===== config.mk =====
export PLATFORM = sky130hd
export DESIGN_NAME = pmuisc_top
export DESIGN_NICKNAME = d
export VERILOG_FILES = /design/src/pmuisc_regs.v /design/src/pmuisc_top.v
export VERILOG_INCLUDE_DIRS = /design/src
export SDC_FILE = /design/constraint.sdc
export NUM_CORES = 1
export LEC_CHECK = 0
export ABC_AREA = 1
export BUFFER_PORTS_ARGS = -buffer_cell sky130_fd_sc_hd__buf_4
export CAP_MARGIN = 40
export CORE_MARGIN = 2
export CORE_UTILIZATION = 55
export DETAILED_ROUTE_END_ITERATION = 10
export PLACE_DENSITY = 0.76
export SLEW_MARGIN = 20
export SYNTH_ARGS = -nofsm -noshare
export SYNTH_HDL_FRONTEND = slang
export SYNTH_SLANG_ARGS = --single-unit

===== constraint.sdc =====
create_clock -name i_clk -period 4.3 [get_ports i_clk]
set_input_delay 0.43 -clock i_clk [delete_from_list [all_inputs] [get_ports i_clk]]
set_output_delay 0.43 -clock i_clk [all_outputs]
set_load 0.01 [all_outputs]

===== src/pmuisc_map.vh =====
// register map and constants for the pmu interrupt, status and comparator block
`ifndef PMUISC_MAP_VH
`define PMUISC_MAP_VH
`define PMUISC_ADDR_W 8
`define PMUISC_DATA_W 8
`define PMUISC_REG_CMP_CTRL 8'h0b
`define PMUISC_REG_IRQ_MASK 8'h0c
`define PMUISC_REG_IRQ_FLAGS 8'h0d
`define PMUISC_REG_CTRL 8'h0e
`define PMUISC_REG_CMP_THR 8'h0f
`define PMUISC_MASK_RST 8'h00
`define PMUISC_CTRL_RST 8'h00
`define PMUISC_CMPCTRL_RST 8'h00
`define PMUISC_THR_RST 8'h19
// millivolt constants are sized to the 16 bit compare width of the top module
`define PMUISC_THR_STEP_MV 16'h001f
`define PMUISC_THR_BASE_MV 16'h07d0
`define PMUISC_HYST_MV 16'h003c
`define PMUISC_CTRL_POL_BIT 0
`define PMUISC_CMPCTRL_HYST2_BIT 0
`define PMUISC_NSRC 5
`define PMUISC_SRC_B1 0
`define PMUISC_SRC_B2 1
`define PMUISC_SRC_B3 2
`define PMUISC_SRC_LIN 3
`define PMUISC_SRC_CMP 4
// percentages: 90 rising, 85 falling, 100 full scale
`define PMUISC_RISE_PCT 7'h5a
`define PMUISC_FALL_PCT 7'h55
`define PMUISC_PCT_FULL 7'h64
`define PMUISC_MV_W 13
`endif


===== src/pmuisc_regs.v =====
// small register store holding the writable control words
`timescale 1ns/1ps
`default_nettype none
`include "pmuisc_map.vh"
module pmuisc_regs (
  input wire i_clk,
  input wire i_rst,
  input wire i_wr,
  input wire [1:0] i_sel,
  input wire [7:0] i_wdata,
  output reg [7:0] o_mask,
  output reg [7:0] o_ctrl,
  output reg [7:0] o_cmp_ctrl,
  output reg [7:0] o_thr
);
  // =====================================================
  // storage; reset here also models overheat restoring defaults
  always @(posedge i_clk or posedge i_rst) begin
    if (i_rst) begin
      o_mask <= `PMUISC_MASK_RST;
      o_ctrl <= `PMUISC_CTRL_RST;
      o_cmp_ctrl <= `PMUISC_CMPCTRL_RST;
      o_thr <= `PMUISC_THR_RST;
    end else if (i_wr) begin
      case (i_sel)
        2'h0: o_mask <= i_wdata;
        2'h1: o_ctrl <= i_wdata;
        2'h2: o_cmp_ctrl <= i_wdata;
        default: o_thr <= i_wdata;
      endcase
    end
  end
endmodule // pmuisc_regs
`default_nettype wire


===== src/pmuisc_top.v =====
// interrupt, live status and voltage comparator logic of the power unit
`timescale 1ns/1ps
`default_nettype none
`include "pmuisc_map.vh"
module pmuisc_top #(
  parameter MV_W = `PMUISC_MV_W
) (
  input wire i_clk,
  input wire i_rst,
  input wire i_die_overheat_shutdown,
  input wire [MV_W-1:0] i_monitored_voltage_input,
  input wire [MV_W-1:0] i_reg_mv_b1,
  input wire [MV_W-1:0] i_reg_mv_b2,
  input wire [MV_W-1:0] i_reg_mv_b3,
  input wire [MV_W-1:0] i_linear_regulator_mv,
  input wire [MV_W-1:0] i_tgt_mv_b1,
  input wire [MV_W-1:0] i_tgt_mv_b2,
  input wire [MV_W-1:0] i_tgt_mv_b3,
  input wire [MV_W-1:0] i_linear_regulator_tgt_mv,
  input wire i_wr,
  input wire i_rd,
  input wire [7:0] i_addr,
  input wire [7:0] i_wdata,
  output reg [7:0] o_rdata,
  output reg o_rvalid,
  output reg o_irq,
  output wire o_in_reset
);
  // =====================================================
  // reset and overheat
  // overheat is folded into the reset net, so every register here and in the store
  // returns to its default and stays there for as long as the die is too hot
  wire blk_rst;
  assign blk_rst = i_rst | i_die_overheat_shutdown;
  assign o_in_reset = blk_rst;

  // =====================================================
  // local constants
  // millivolt sums run at this width; the top threshold code lands near 9.9 volts,
  // which the 13 bit inputs cannot hold, so nothing is compared at the input width
  localparam CMP_W = 16;
  // register indices handed out by the address decode
  localparam [2:0] IDX_MASK = 3'h0;
  localparam [2:0] IDX_CTRL = 3'h1;
  localparam [2:0] IDX_CMPC = 3'h2;
  localparam [2:0] IDX_THR = 3'h3;
  localparam [2:0] IDX_FLAGS = 3'h4;
  localparam [2:0] IDX_NONE = 3'h7;

  // =====================================================
  // shared decode and arithmetic
  // one decode for writes and reads, so the two paths cannot disagree on the map
  function [2:0] reg_index;
    input [7:0] a;
    begin
      case (a)
        `PMUISC_REG_IRQ_MASK: reg_index = IDX_MASK;
        `PMUISC_REG_CTRL: reg_index = IDX_CTRL;
        `PMUISC_REG_CMP_CTRL: reg_index = IDX_CMPC;
        `PMUISC_REG_CMP_THR: reg_index = IDX_THR;
        `PMUISC_REG_IRQ_FLAGS: reg_index = IDX_FLAGS;
        default: reg_index = IDX_NONE;
      endcase
    end
  endfunction

  // zero extension to the compare width; MV_W must stay below CMP_W
  function [CMP_W-1:0] widen;
    input [MV_W-1:0] v;
    begin
      widen = {{(CMP_W-MV_W){1'b0}}, v};
    end
  endfunction

  // value times percentage; the product is wide enough that it never wraps
  function [MV_W+6:0] scale;
    input [MV_W-1:0] v;
    input [6:0] pct;
    begin
      scale = v * pct;
    end
  endfunction

  // threshold code to millivolts; codes past the top of the range are not clamped,
  // they only give a threshold that the monitored input never reaches
  function [CMP_W-1:0] thr_code_mv;
    input [7:0] code;
    begin
      thr_code_mv = `PMUISC_THR_BASE_MV + {8'h00, code} * `PMUISC_THR_STEP_MV;
    end
  endfunction

  // regulator good flag: sets above the rising level, clears below the falling level
  function upd_flag;
    input cur;
    input [MV_W-1:0] v;
    input [MV_W-1:0] t;
    begin
      if (scale(v, `PMUISC_PCT_FULL) > scale(t, `PMUISC_RISE_PCT))
        upd_flag = 1'b1;
      else if (scale(v, `PMUISC_PCT_FULL) < scale(t, `PMUISC_FALL_PCT))
        upd_flag = 1'b0;
      else
        upd_flag = cur;
    end
  endfunction

  // comparator flag: sets above the threshold, clears only once the input has fallen
  // a full hysteresis step below it, so a slowly falling input does not chatter
  function cmp_next;
    input cur;
    input [CMP_W-1:0] v;
    input [CMP_W-1:0] thr;
    input [CMP_W-1:0] hyst;
    begin
      if (v > thr)
        cmp_next = 1'b1;
      else if (v + hyst < thr)
        cmp_next = 1'b0;
      else
        cmp_next = cur;
    end
  endfunction

  // =====================================================
  // register store
  wire [7:0] mask_w;
  wire [7:0] ctrl_w;
  wire [7:0] cmpc_w;
  wire [7:0] thr_w;
  reg wr_hit;
  reg [1:0] wr_sel;
  // writes to the flag register or to unmapped addresses fall through and are dropped
  always @* begin
    wr_hit = 1'b0;
    wr_sel = 2'h0;
    case (reg_index(i_addr))
      IDX_MASK: begin
        wr_hit = i_wr;
        wr_sel = 2'h0;
      end
      IDX_CTRL: begin
        wr_hit = i_wr;
        wr_sel = 2'h1;
      end
      IDX_CMPC: begin
        wr_hit = i_wr;
        wr_sel = 2'h2;
      end
      IDX_THR: begin
        wr_hit = i_wr;
        wr_sel = 2'h3;
      end
      default: begin
        wr_hit = 1'b0;
        wr_sel = 2'h0;
      end
    endcase
  end
  pmuisc_regs u_regs (
    .i_clk(i_clk),
    .i_rst(blk_rst),
    .i_wr(wr_hit),
    .i_sel(wr_sel),
    .i_wdata(i_wdata),
    .o_mask(mask_w),
    .o_ctrl(ctrl_w),
    .o_cmp_ctrl(cmpc_w),
    .o_thr(thr_w)
  );

  // =====================================================
  // regulator and comparator flags
  reg [`PMUISC_NSRC-1:0] flags_q;
  wire [CMP_W-1:0] thr_mv;
  wire [CMP_W-1:0] hyst_mv;
  assign thr_mv = thr_code_mv(thr_w);
  // hysteresis only widens the falling side; the rising trip point stays at the threshold
  assign hyst_mv = cmpc_w[`PMUISC_CMPCTRL_HYST2_BIT] ?
    (`PMUISC_HYST_MV << 1) : `PMUISC_HYST_MV;
  always @(posedge i_clk or posedge blk_rst) begin
    if (blk_rst) begin
      flags_q <= {`PMUISC_NSRC{1'b0}};
    end else begin
      flags_q[`PMUISC_SRC_B1] <= upd_flag(flags_q[`PMUISC_SRC_B1], i_reg_mv_b1, i_tgt_mv_b1);
      flags_q[`PMUISC_SRC_B2] <= upd_flag(flags_q[`PMUISC_SRC_B2], i_reg_mv_b2, i_tgt_mv_b2);
      flags_q[`PMUISC_SRC_B3] <= upd_flag(flags_q[`PMUISC_SRC_B3], i_reg_mv_b3, i_tgt_mv_b3);
      flags_q[`PMUISC_SRC_LIN] <= upd_flag(flags_q[`PMUISC_SRC_LIN], i_linear_regulator_mv,
        i_linear_regulator_tgt_mv);
      // comparator: above threshold sets, below threshold minus hysteresis clears
      flags_q[`PMUISC_SRC_CMP] <= cmp_next(flags_q[`PMUISC_SRC_CMP],
        widen(i_monitored_voltage_input), thr_mv, hyst_mv);
    end
  end

  // =====================================================
  // irq pin: or of enabled live flags, polarity from control bit
  // the pin is registered so that it cannot glitch while several flags change together
  wire irq_act;
  assign irq_act = |(flags_q & mask_w[`PMUISC_NSRC-1:0]);
  always @(posedge i_clk or posedge blk_rst) begin
    if (blk_rst)
      o_irq <= 1'b1; // inactive level under default active-low polarity
    else
      o_irq <= ctrl_w[`PMUISC_CTRL_POL_BIT] ? irq_act : ~irq_act;
  end

  // =====================================================
  // read path; reads have no side effects
  // read data follow the address every cycle; only o_rvalid marks a requested read
  always @(posedge i_clk or posedge blk_rst) begin
    if (blk_rst) begin
      o_rdata <= 8'h00;
      o_rvalid <= 1'b0;
    end else begin
      o_rvalid <= i_rd;
      case (reg_index(i_addr))
        IDX_MASK: o_rdata <= mask_w;
        IDX_FLAGS: o_rdata <= {3'h0, flags_q};
        IDX_CTRL: o_rdata <= ctrl_w;
        IDX_CMPC: o_rdata <= cmpc_w;
        IDX_THR: o_rdata <= thr_w;
        default: o_rdata <= 8'h00;
      endcase
    end
  end
endmodule // pmuisc_top
`default_nettype wire


==> results.txt, run 1 <==
The average instance in the mapped netlist occupies 7.12 sq um. By area, the combinational part of the netlist is dominated by adder cells. The end-of-flow core utilization is 65.2%. In this run the critical register-to-register path is launched from u_regs.o_thr[3]. At the worst endpoint, the required time is 4.50 ns.

Headroom to the max-slew limit came out at 40.9%. Measured along the x axis, the die boundary spans 217 um. The total vias in the final route came out at 23232. In this run the core area contains 78 standard-cell rows. Detailed placement ended at an HPWL of 55.3 mm. Clock skew after layout: 0.0197 ns. The number of different library cells in the post-synthesis netlist is 35, and the first-iteration detailed-routing DRC count is 1361. Sequential cells were found to cover 4.73% of the synthesized design area. The simple-gate share of the synthesized area came out at 20.8%.

In the finished design, the share of the clock period the worst path needs comes to 96.6%. After clock tree synthesis, the clock-pin slew on the worst setup and hold paths is 0.08 ns. Before antenna repair, the detailed router went through 6 iterations.

The die area was 47100 sq um; the highest fanout seen on the critical path was 5. The first-pass GRT wire length came out at 103 mm. The startpoint identified for the worst hold timing path is i_rd. The TritonCTS sink count came out at 47.

The tools report the H-tree level count as 2. Using the TritonRoute via totals, the vias-per-cell ratio works out to 5.15. During synthesis, Yosys emitted a total of 0 warnings. For this design the top-level I/O count stands at 149. Summing the areas of all compound-gate instances in the mapped netlist gives 8.80% of the synthesized area.

Hold is met by 0.243 ns. In the routed design, unresolved DRC markers number 0. Power spread over the standard cell area amounts to 472 nW/um^2. The logs give 55.4% for the starting utilization of the core area and 0.31 ns for the latest clock arrival within the worst-skew pair. The length in cells of the worst reg-to-reg path is 22. In the synthesized netlist, the number of instances is 3506. The capturing point of the worst reg2reg path is flags_q[4]. Setup violations remaining at the end of the flow were counted as 0.

The number of synthesized register bits was 47. The tools report the root cell of the clock tree as sky130_fd_sc_hd__clkbuf_16. Measured along the y axis, the die boundary spans 217 um. For the max-capacitance violation count, the log shows 0. The run gives 5 as the number of antenna violations at the first check in global routing.

The most used flip-flop cell after synthesis is sky130_fd_sc_hd__dfrtp_1. TritonCTS built the clock tree. Measured against the total synthesized area, the mux share comes to 0%. No sink is reached through more buffers than the 2 on the longest clock path. The flow ran to the end, and the final reports show no timing, DRC or antenna violations. The run gives 4508 as the number of standard cells in the layout, taps in and fillers out.

The setup check on the worst reg-to-reg path leaves a slack of 0.22 ns. The logs give 0 for the antenna violation net count after detailed routing and 0 for the count of pins over their slew limit. For the pin with the worst max-slew slack, the measured transition is 0.883 ns. The run gives 0.0139 W as the power consumption. The tools report the global-route congestion overflow total as 0.

The average wire length per cell after detail routing is 13.8 um, and the global router's overall resource usage is 25.9%. Static timing analysis puts the maximum clock frequency at 241 MHz. The worst setup path is of the input pin to flop kind. Leakage power: 17.4 nW. The proportion of layout cells with a drive suffix above 1 was 13.4%. In the final design database the tool counted 4885 nets. The synthesized design contains 0 enable-type register cells.

Entering global routing, the biggest net connects 49 pins. For the total negative slack for setup checks, the log shows 0 ns. The number of nets in the synthesized netlist is 4488.

STA classifies the critical path startpoint as an input pin. The run gives 0.957 as the weighted congestion reported at the end of routability-driven placement. The path category of the worst min-delay check is input pin to flop. Number of hold violations in the final report: 0. The cell depth of the worst min-delay path works out to 1. The async set or reset register ratio after synthesis came out at 100%. The peak supply drop is 0.214 mV. Critical path capture point type: a flop.

The tools report the worst endpoint data arrival time as 4.36 ns. The final wirelength was 62.0 mm; the number of global-route vias before repair was 22734. The core region is 45100 sq um. The number of I/O port buffers came out at 148. The destination of the worst hold path was o_rvalid. The final critical path time including I/O delays and setup was 4.15 ns. Signed area change from the synthesized netlist to the final layout: 17.8%. The netlist area before placement was 25000 sq um; the parity-gate share of the synthesized area counting xor and xnor cells was 5.75%. Counting the buffers created by CTS gives 5.

Once placement completed, the tool counted placed cells totaling 4494. Of the total synthesized cell area, the portion taken by full adders, half adders and majority gates is 47.6%.
-- per-layer routing --
metal	wire length (um)	track usage, %	up-vias
li1	-	-	11981
met1	27900	33.4	10610
met2	30100	47.2	540
met3	2490	1.66	101
met4	1490	6.19	0
met5	0	0	-
-- cell families after synthesis --
logic type / count (synthesis)
adder cells (fa/ha/maj): 844
XOR/XNOR: 164
buffers and inverters: 810
AND/OR/NAND/NOR: 1234
flip-flops: 47
AO/OA/AOI/OAI: 407
-- final cells by class --
class	count	area [sq um]
inverters	805	3020
repair buffers	395	2970
clock inverters	2	60.1
clock buffers	6	129
multi-input cells	2649	21300
well taps	600	751
diodes	4	10.0
fillers	4021	15700
flip-flops and latches	47	1180
-- where the power goes --
part           switching (W)  leakage (nW)  internal, W
registers          0.0000641         0.620     0.000496
logic                0.00725          16.7      0.00552
clock network       0.000201        0.0911     0.000335
total                0.00752          17.4      0.00635
-- flip-flops by register name, indices dropped and copies added, names as in the netlist --
signal	count
flags_q	5
o_irq	1
u_regs.o_thr	8
u_regs.o_mask	8
o_rvalid	1
o_rdata	8
u_regs.o_cmp_ctrl	8
u_regs.o_ctrl	8
-- layout by cell type (no fill, tap or decap), drive strengths merged, types with 29 or more instances in the layout --
master	count
buf	395
nand3	179
nand3b	29
nor2	222
a21oi	233
xnor2	78
xor2	86
ha	666
inv	805
dfrtp	43
nand4	44
fa	178
o21ai	111
nand2	716
-- stage by stage --
stage | setup slack, ns | cell area (sq um)
floorplan | 0.0609 | 25000
global placement | -0.215 | 28600
detailed placement | -0.269 | 28600
CTS | 0.0276 | 28800
global route | -0.123 | 29400
finish | 0.147 | 29400
-- synth_stat cells (3+ instances only) --
library cell,number,share of area [%]
sky130_fd_sc_hd__nor3_1,21,0.42
sky130_fd_sc_hd__o21a_1,3,0.090
sky130_fd_sc_hd__a31oi_1,8,0.20
sky130_fd_sc_hd__nand4_1,43,1.1
sky130_fd_sc_hd__nor4_1,3,0.075
sky130_fd_sc_hd__or2_2,14,0.35
sky130_fd_sc_hd__o21bai_1,24,0.72
sky130_fd_sc_hd__nor2_2,4,0.10
sky130_fd_sc_hd__nand3b_1,29,0.87
sky130_fd_sc_hd__dfstp_2,4,0.42
sky130_fd_sc_hd__xor2_1,86,3.0
sky130_fd_sc_hd__nand2_1,714,11
sky130_fd_sc_hd__dfrtp_1,43,4.3
sky130_fd_sc_hd__xnor2_1,78,2.7
sky130_fd_sc_hd__nor2_1,218,3.3
sky130_fd_sc_hd__ha_1,666,33
sky130_fd_sc_hd__nand3_1,178,3.6
sky130_fd_sc_hd__a21oi_1,233,4.7
sky130_fd_sc_hd__a21o_1,19,0.57
sky130_fd_sc_hd__inv_1,804,12
sky130_fd_sc_hd__and3_1,4,0.10
sky130_fd_sc_hd__o21ai_0,111,2.2
sky130_fd_sc_hd__fa_1,178,14
sky130_fd_sc_hd__a21boi_0,6,0.18
-- what timing repair did --
| action | 4_1_cts | 5_1_grt |
|---|---|---|
| buffers inserted | 0 | 2 |
| hold buffers | 0 | 0 |
| setup endpoints to repair | 0 | 5 |
| gates resized for setup | 0 | 105 |
-- worst max-delay path, stage by stage --
cell and delay (ns):
sky130_fd_sc_hd__buf_4 0.12, sky130_fd_sc_hd__ha_4 0.24, sky130_fd_sc_hd__xnor2_2 0.22, sky130_fd_sc_hd__inv_1 0.11
sky130_fd_sc_hd__buf_4 0.14, sky130_fd_sc_hd__buf_4 0.12, sky130_fd_sc_hd__ha_1 0.26, sky130_fd_sc_hd__inv_1 0.05
sky130_fd_sc_hd__fa_1 0.49, sky130_fd_sc_hd__inv_1 0.04, sky130_fd_sc_hd__ha_1 0.39, sky130_fd_sc_hd__a21oi_1 0.20
sky130_fd_sc_hd__nand2_1 0.09, sky130_fd_sc_hd__a21boi_1 0.17, sky130_fd_sc_hd__or2_2 0.15, sky130_fd_sc_hd__nand2_1 0.05
sky130_fd_sc_hd__nand2_1 0.05, sky130_fd_sc_hd__nand2_1 0.06, sky130_fd_sc_hd__ha_1 0.29, sky130_fd_sc_hd__nand4_1 0.18
sky130_fd_sc_hd__nor4_2 0.30, sky130_fd_sc_hd__nand2_1 0.08, sky130_fd_sc_hd__nand2_1 0.08, sky130_fd_sc_hd__nand2_1 0.05
-- how the worst max path moves through the flow --
| stage | start | to | slack [ns] | depth (start not counted) |
|---|---|---|---|---|
| 6_report | i_tgt_mv_b3[1] | flags_q[2] | 0.15 | 24 |
| 5_1_grt | i_tgt_mv_b3[2] | flags_q[2] | -0.12 | 27 |
| 4_1_cts | i_linear_regulator_tgt_mv[3] | flags_q[3] | 0.03 | 28 |
| 3_5_place_dp | i_linear_regulator_tgt_mv[3] | flags_q[3] | -0.27 | 28 |
| 3_3_place_gp | i_linear_regulator_tgt_mv[3] | flags_q[3] | -0.22 | 25 |
| 2_1_floorplan | i_linear_regulator_tgt_mv[1] | flags_q[3] | 0.06 | 24 |
No activity file was read; power rests on OpenSTA's default activity.
==> run 2, diff against run 1 <==
Settings changed: CORE_ASPECT_RATIO set to 0.8.
==> run 2 against run 1 <==
Compared with the run above: sequential share of layout area is essentially flat; clock power is 24% lower; critical path depth shrank 3; maximum frequency is 0.63% lower; via count is essentially flat; critical path type unchanged; critical endpoint is now flags_q[3].
==> results.txt, run 2 (synthesis gave the netlist of run 1 again) <==
The flow ran to the end, and the final reports show no timing, DRC or antenna violations. For this run the aggregate overflow at the end of global routing stands at 0. The critical path runs through a total of 21 cells. The first-iteration detailed-routing DRC count is 1384.

The detailed router put a total of 31.2 mm of wire on met1. The floorplan die width is 242 um. Signal routing reaches up to met5. At the end of the flow, the number of nets in the layout was 4892. The clock passes through at most 2 buffers. Clock-pin slew was measured on the worst setup and hold paths at 0.07 ns. Internal power comes to 0.00637 W. The library cell used most frequently in the layout, excluding fill and tap cells, is sky130_fd_sc_hd__inv_1. At the end of routability-driven placement, the weighted congestion stood at 0.943. The worst path in the final design needs a cycle of 4.18 ns, including I/O delays and setup. The run gives 69 as the number of cell rows. The average wire length per cell after detail routing was 14.1 um; the number of placed I/O pins was 149. The most frequent cell on the critical path was sky130_fd_sc_hd__nand2_1. The worst hold path belongs to the class input pin to flop. The logs give 0 for the max-capacitance violation count and 17.4 nW for the leakage power.

The top cell types in the final layout, fill and taps aside, are sky130_fd_sc_hd__inv_1, sky130_fd_sc_hd__nand2_1, sky130_fd_sc_hd__ha_1. The die covers 47100 sq um. The type of the setup path with the least slack was input pin to flop. Along the worst path, the maximum fanout reaches 4. The number of antenna diodes in the final layout is 0.

The run gives 1 as the number of antenna violations at the first check in global routing. The starting utilization of the core area is 55.9%, and the HPWL after detailed placement is 56.0 mm. The worst pin sits at a relative slew slack of 44.0%.

The cell depth of the worst min-delay path is 1, and the number of global-route vias before repair is 21838. The startpoint identified for the worst hold timing path is i_rd. The run gives 28.4 mm as the wire length on met2.

The worst setup path is launched from an input pin. For the area of the core region, the log shows 44600 sq um. The number of cells on the worst reg-to-reg path is 21.

Timing would allow up to 239 MHz. Once placement finished, the instance area stood at 28700 sq um. The run gives 4.38 ns as the worst endpoint data arrival time. From synthesis to final layout, the design area changed by 19.0%. Entering global routing, the biggest net connects 49 pins. The power density over cell area works out to 477 nW/um^2. The critical path contains buffers and inverters numbering 6 combined.

Port buffering added 148 buffers. For this design, the sink count on the clock tree is 47. The routed layout has 23238 vias. The worst-case IR drop observed on VDD is 0.401 mV. The gate family responsible for the most delay along the worst path is adder cells. The analysis attributes to net switching a power of 0.00780 W.

Setup total negative slack on the finished layout was measured at 0 ns. The pin slew with the least headroom to its limit was 0.835 ns; the count of pins over their slew limit was 0. The clock skew after layout is 0.00610 ns, and the post-route cell area is 29700 sq um. The post-route netlist has 14.9% of its cells at a drive strength greater than 1. The run gives 0 as the number of hold violations in the final report. The first global-routing pass estimated 104 mm of wire. The average vias per placed instance was 5.15; the relative contribution of sequential cells to total power was 3.9%. The met3 wire length was 3.23 mm; the total DRC errors in the routed layout was 0. Tracing the worst setup path back leads to its startpoint at i_linear_regulator_tgt_mv[9]. Setup violations remaining at the end of the flow were counted as 0. For this run, the detailed router's first-pass iteration total came to 6. The worst register-to-register path begins at u_regs.o_thr[3].

The overall die height was 195 um; the number of fill cells in the layout was 3902. The critical path goes through buf_4 > ha_1 > fa_1 > inv_1 > fa_1 > inv_1 > ha_1 > nand2_1 > buf_4 > o21ai_0 > nand2_1 > nand3_1 > xor2_1 > ha_1 > inv_1 > nor2_2 > buf_4 > a21oi_1 > nand3_1 > nand2_1 > nand2_1. The proportion of total power due to net switching is 55.0%, and the combinational power share is 93.2%. For this design, the slowest cell found on the critical path is sky130_fd_sc_hd__fa_1. The clock network burns 2.9% of the power. The root buffer cell chosen for the clock tree is sky130_fd_sc_hd__clkbuf_16. TritonCTS built the clock tree.

The capturing point of the worst reg2reg path was flags_q[4]. Delay contributed by the slowest stage of the critical path: 0.54 ns. The H-tree level count is 2, and the post-route fraction of the period consumed by the critical path is 97.2%. Buffers inserted during clock tree synthesis total 5. Clock latency on the worst-skew pair, taken at its later pin, is 0.30 ns.

The worst setup path is captured at a flop. Summed over all layers, the routed wires come to 63.6 mm. The tools report the register-to-register setup slack as 0.20 ns. The tools report the destination of the worst hold path as o_rvalid. Once detail routing completed, the nets flagged for antenna violations numbered 0.

For the required time of the worst setup path, the log shows 4.50 ns. Across every metal layer, demand over resource in global routing totals 26.2%. Hold-fix buffer count after cts: 0.
-- run 2: cell count changes in the layout (fill, tap and decap cells not counted), moves of 4 or more --
cell                      change
sky130_fd_sc_hd__nand2_2     +14
sky130_fd_sc_hd__a21oi_1     -13
sky130_fd_sc_hd__ha_4        +13
sky130_fd_sc_hd__nand2_1     -13
sky130_fd_sc_hd__ha_1        -12
sky130_fd_sc_hd__a21oi_2     +11
sky130_fd_sc_hd__buf_4        +7
sky130_fd_sc_hd__o21ai_0      -6
sky130_fd_sc_hd__diode_2      -4
sky130_fd_sc_hd__nor2_1       -4
-- run 2: layer usage --
| layer | track usage [%] | up-vias |
|---|---|---|
| li1 | - | 12000 |
| met1 | 38.8 | 10628 |
| met2 | 42.4 | 560 |
| met3 | 2.14 | 48 |
| met4 | 3.98 | 2 |
| met5 | 0 | - |
-- run 2: metrics by stage --
stage / util [%] / cells / hold slack, ns / power [W] / setup WS, ns
after global placement: 64.2 / 4501 / 0.454 / 0.0125 / -0.219
after global routing: 66.6 / 4514 / 0.218 / 0.0160 / -0.0669
after detailed placement: 64.2 / 4501 / 0.460 / 0.0128 / -0.380
after CTS: 64.6 / 4509 / 0.218 / 0.0133 / 0.000655
after floorplan: - / 3506 / 0.442 / 0.00908 / 0.0609
final: 66.6 / 4514 / 0.231 / 0.0142 / 0.120
-- run 2: worst reg2reg max path, delay by kind of cell, from the launching register on --
family          cells  cell delay (ns)
compound gates      2             0.37
xor+xnor            1             0.21
fa+ha+maj           5             2.02
buf+inv             3             0.19
flops               1             0.54
simple gates       10             0.66
-- run 2: layout make-up --
type                            count  area, sq um  area share, %
Multi-Input combinational cell   2649        21600           72.7
Clock buffer                        6          129          0.434
Clock inverter                      2         12.5         0.0421
Timing Repair Buffer              402         3020           10.2
Inverter                          805         3020           10.2
Sequential cell                    47         1180           3.97
Tap cell                          603          754           2.54
-- run 2: worst max-delay path by stage --
stage / end / slack, ns
6_report: flags_q[3] / 0.12
5_1_grt: flags_q[2] / -0.07
4_1_cts: flags_q[4] / 0.0007
3_5_place_dp: flags_q[3] / -0.38
3_3_place_gp: flags_q[3] / -0.22
2_1_floorplan: flags_q[3] / 0.06
-- run 2: repair_timing --
action | 4_1_cts | 5_1_grt
gates cloned | 0 | 0
setup endpoints to repair | 2 | 5
buffers inserted | 0 | 5
resized for setup | 4 | 165
pin swaps | 1 | 47
-- run 2: power by group through the flow --
stage | clock (W) | combinational (W) | sequential, W
after global routing | 0.000441 | 0.0149 | 0.000559
after global placement | 0 | 0.0119 | 0.000564
after detailed placement | 0 | 0.0122 | 0.000564
after floorplan | 0 | 0.00854 | 0.000536
after CTS | 0.000427 | 0.0123 | 0.000557
final | 0.000409 | 0.0132 | 0.000557
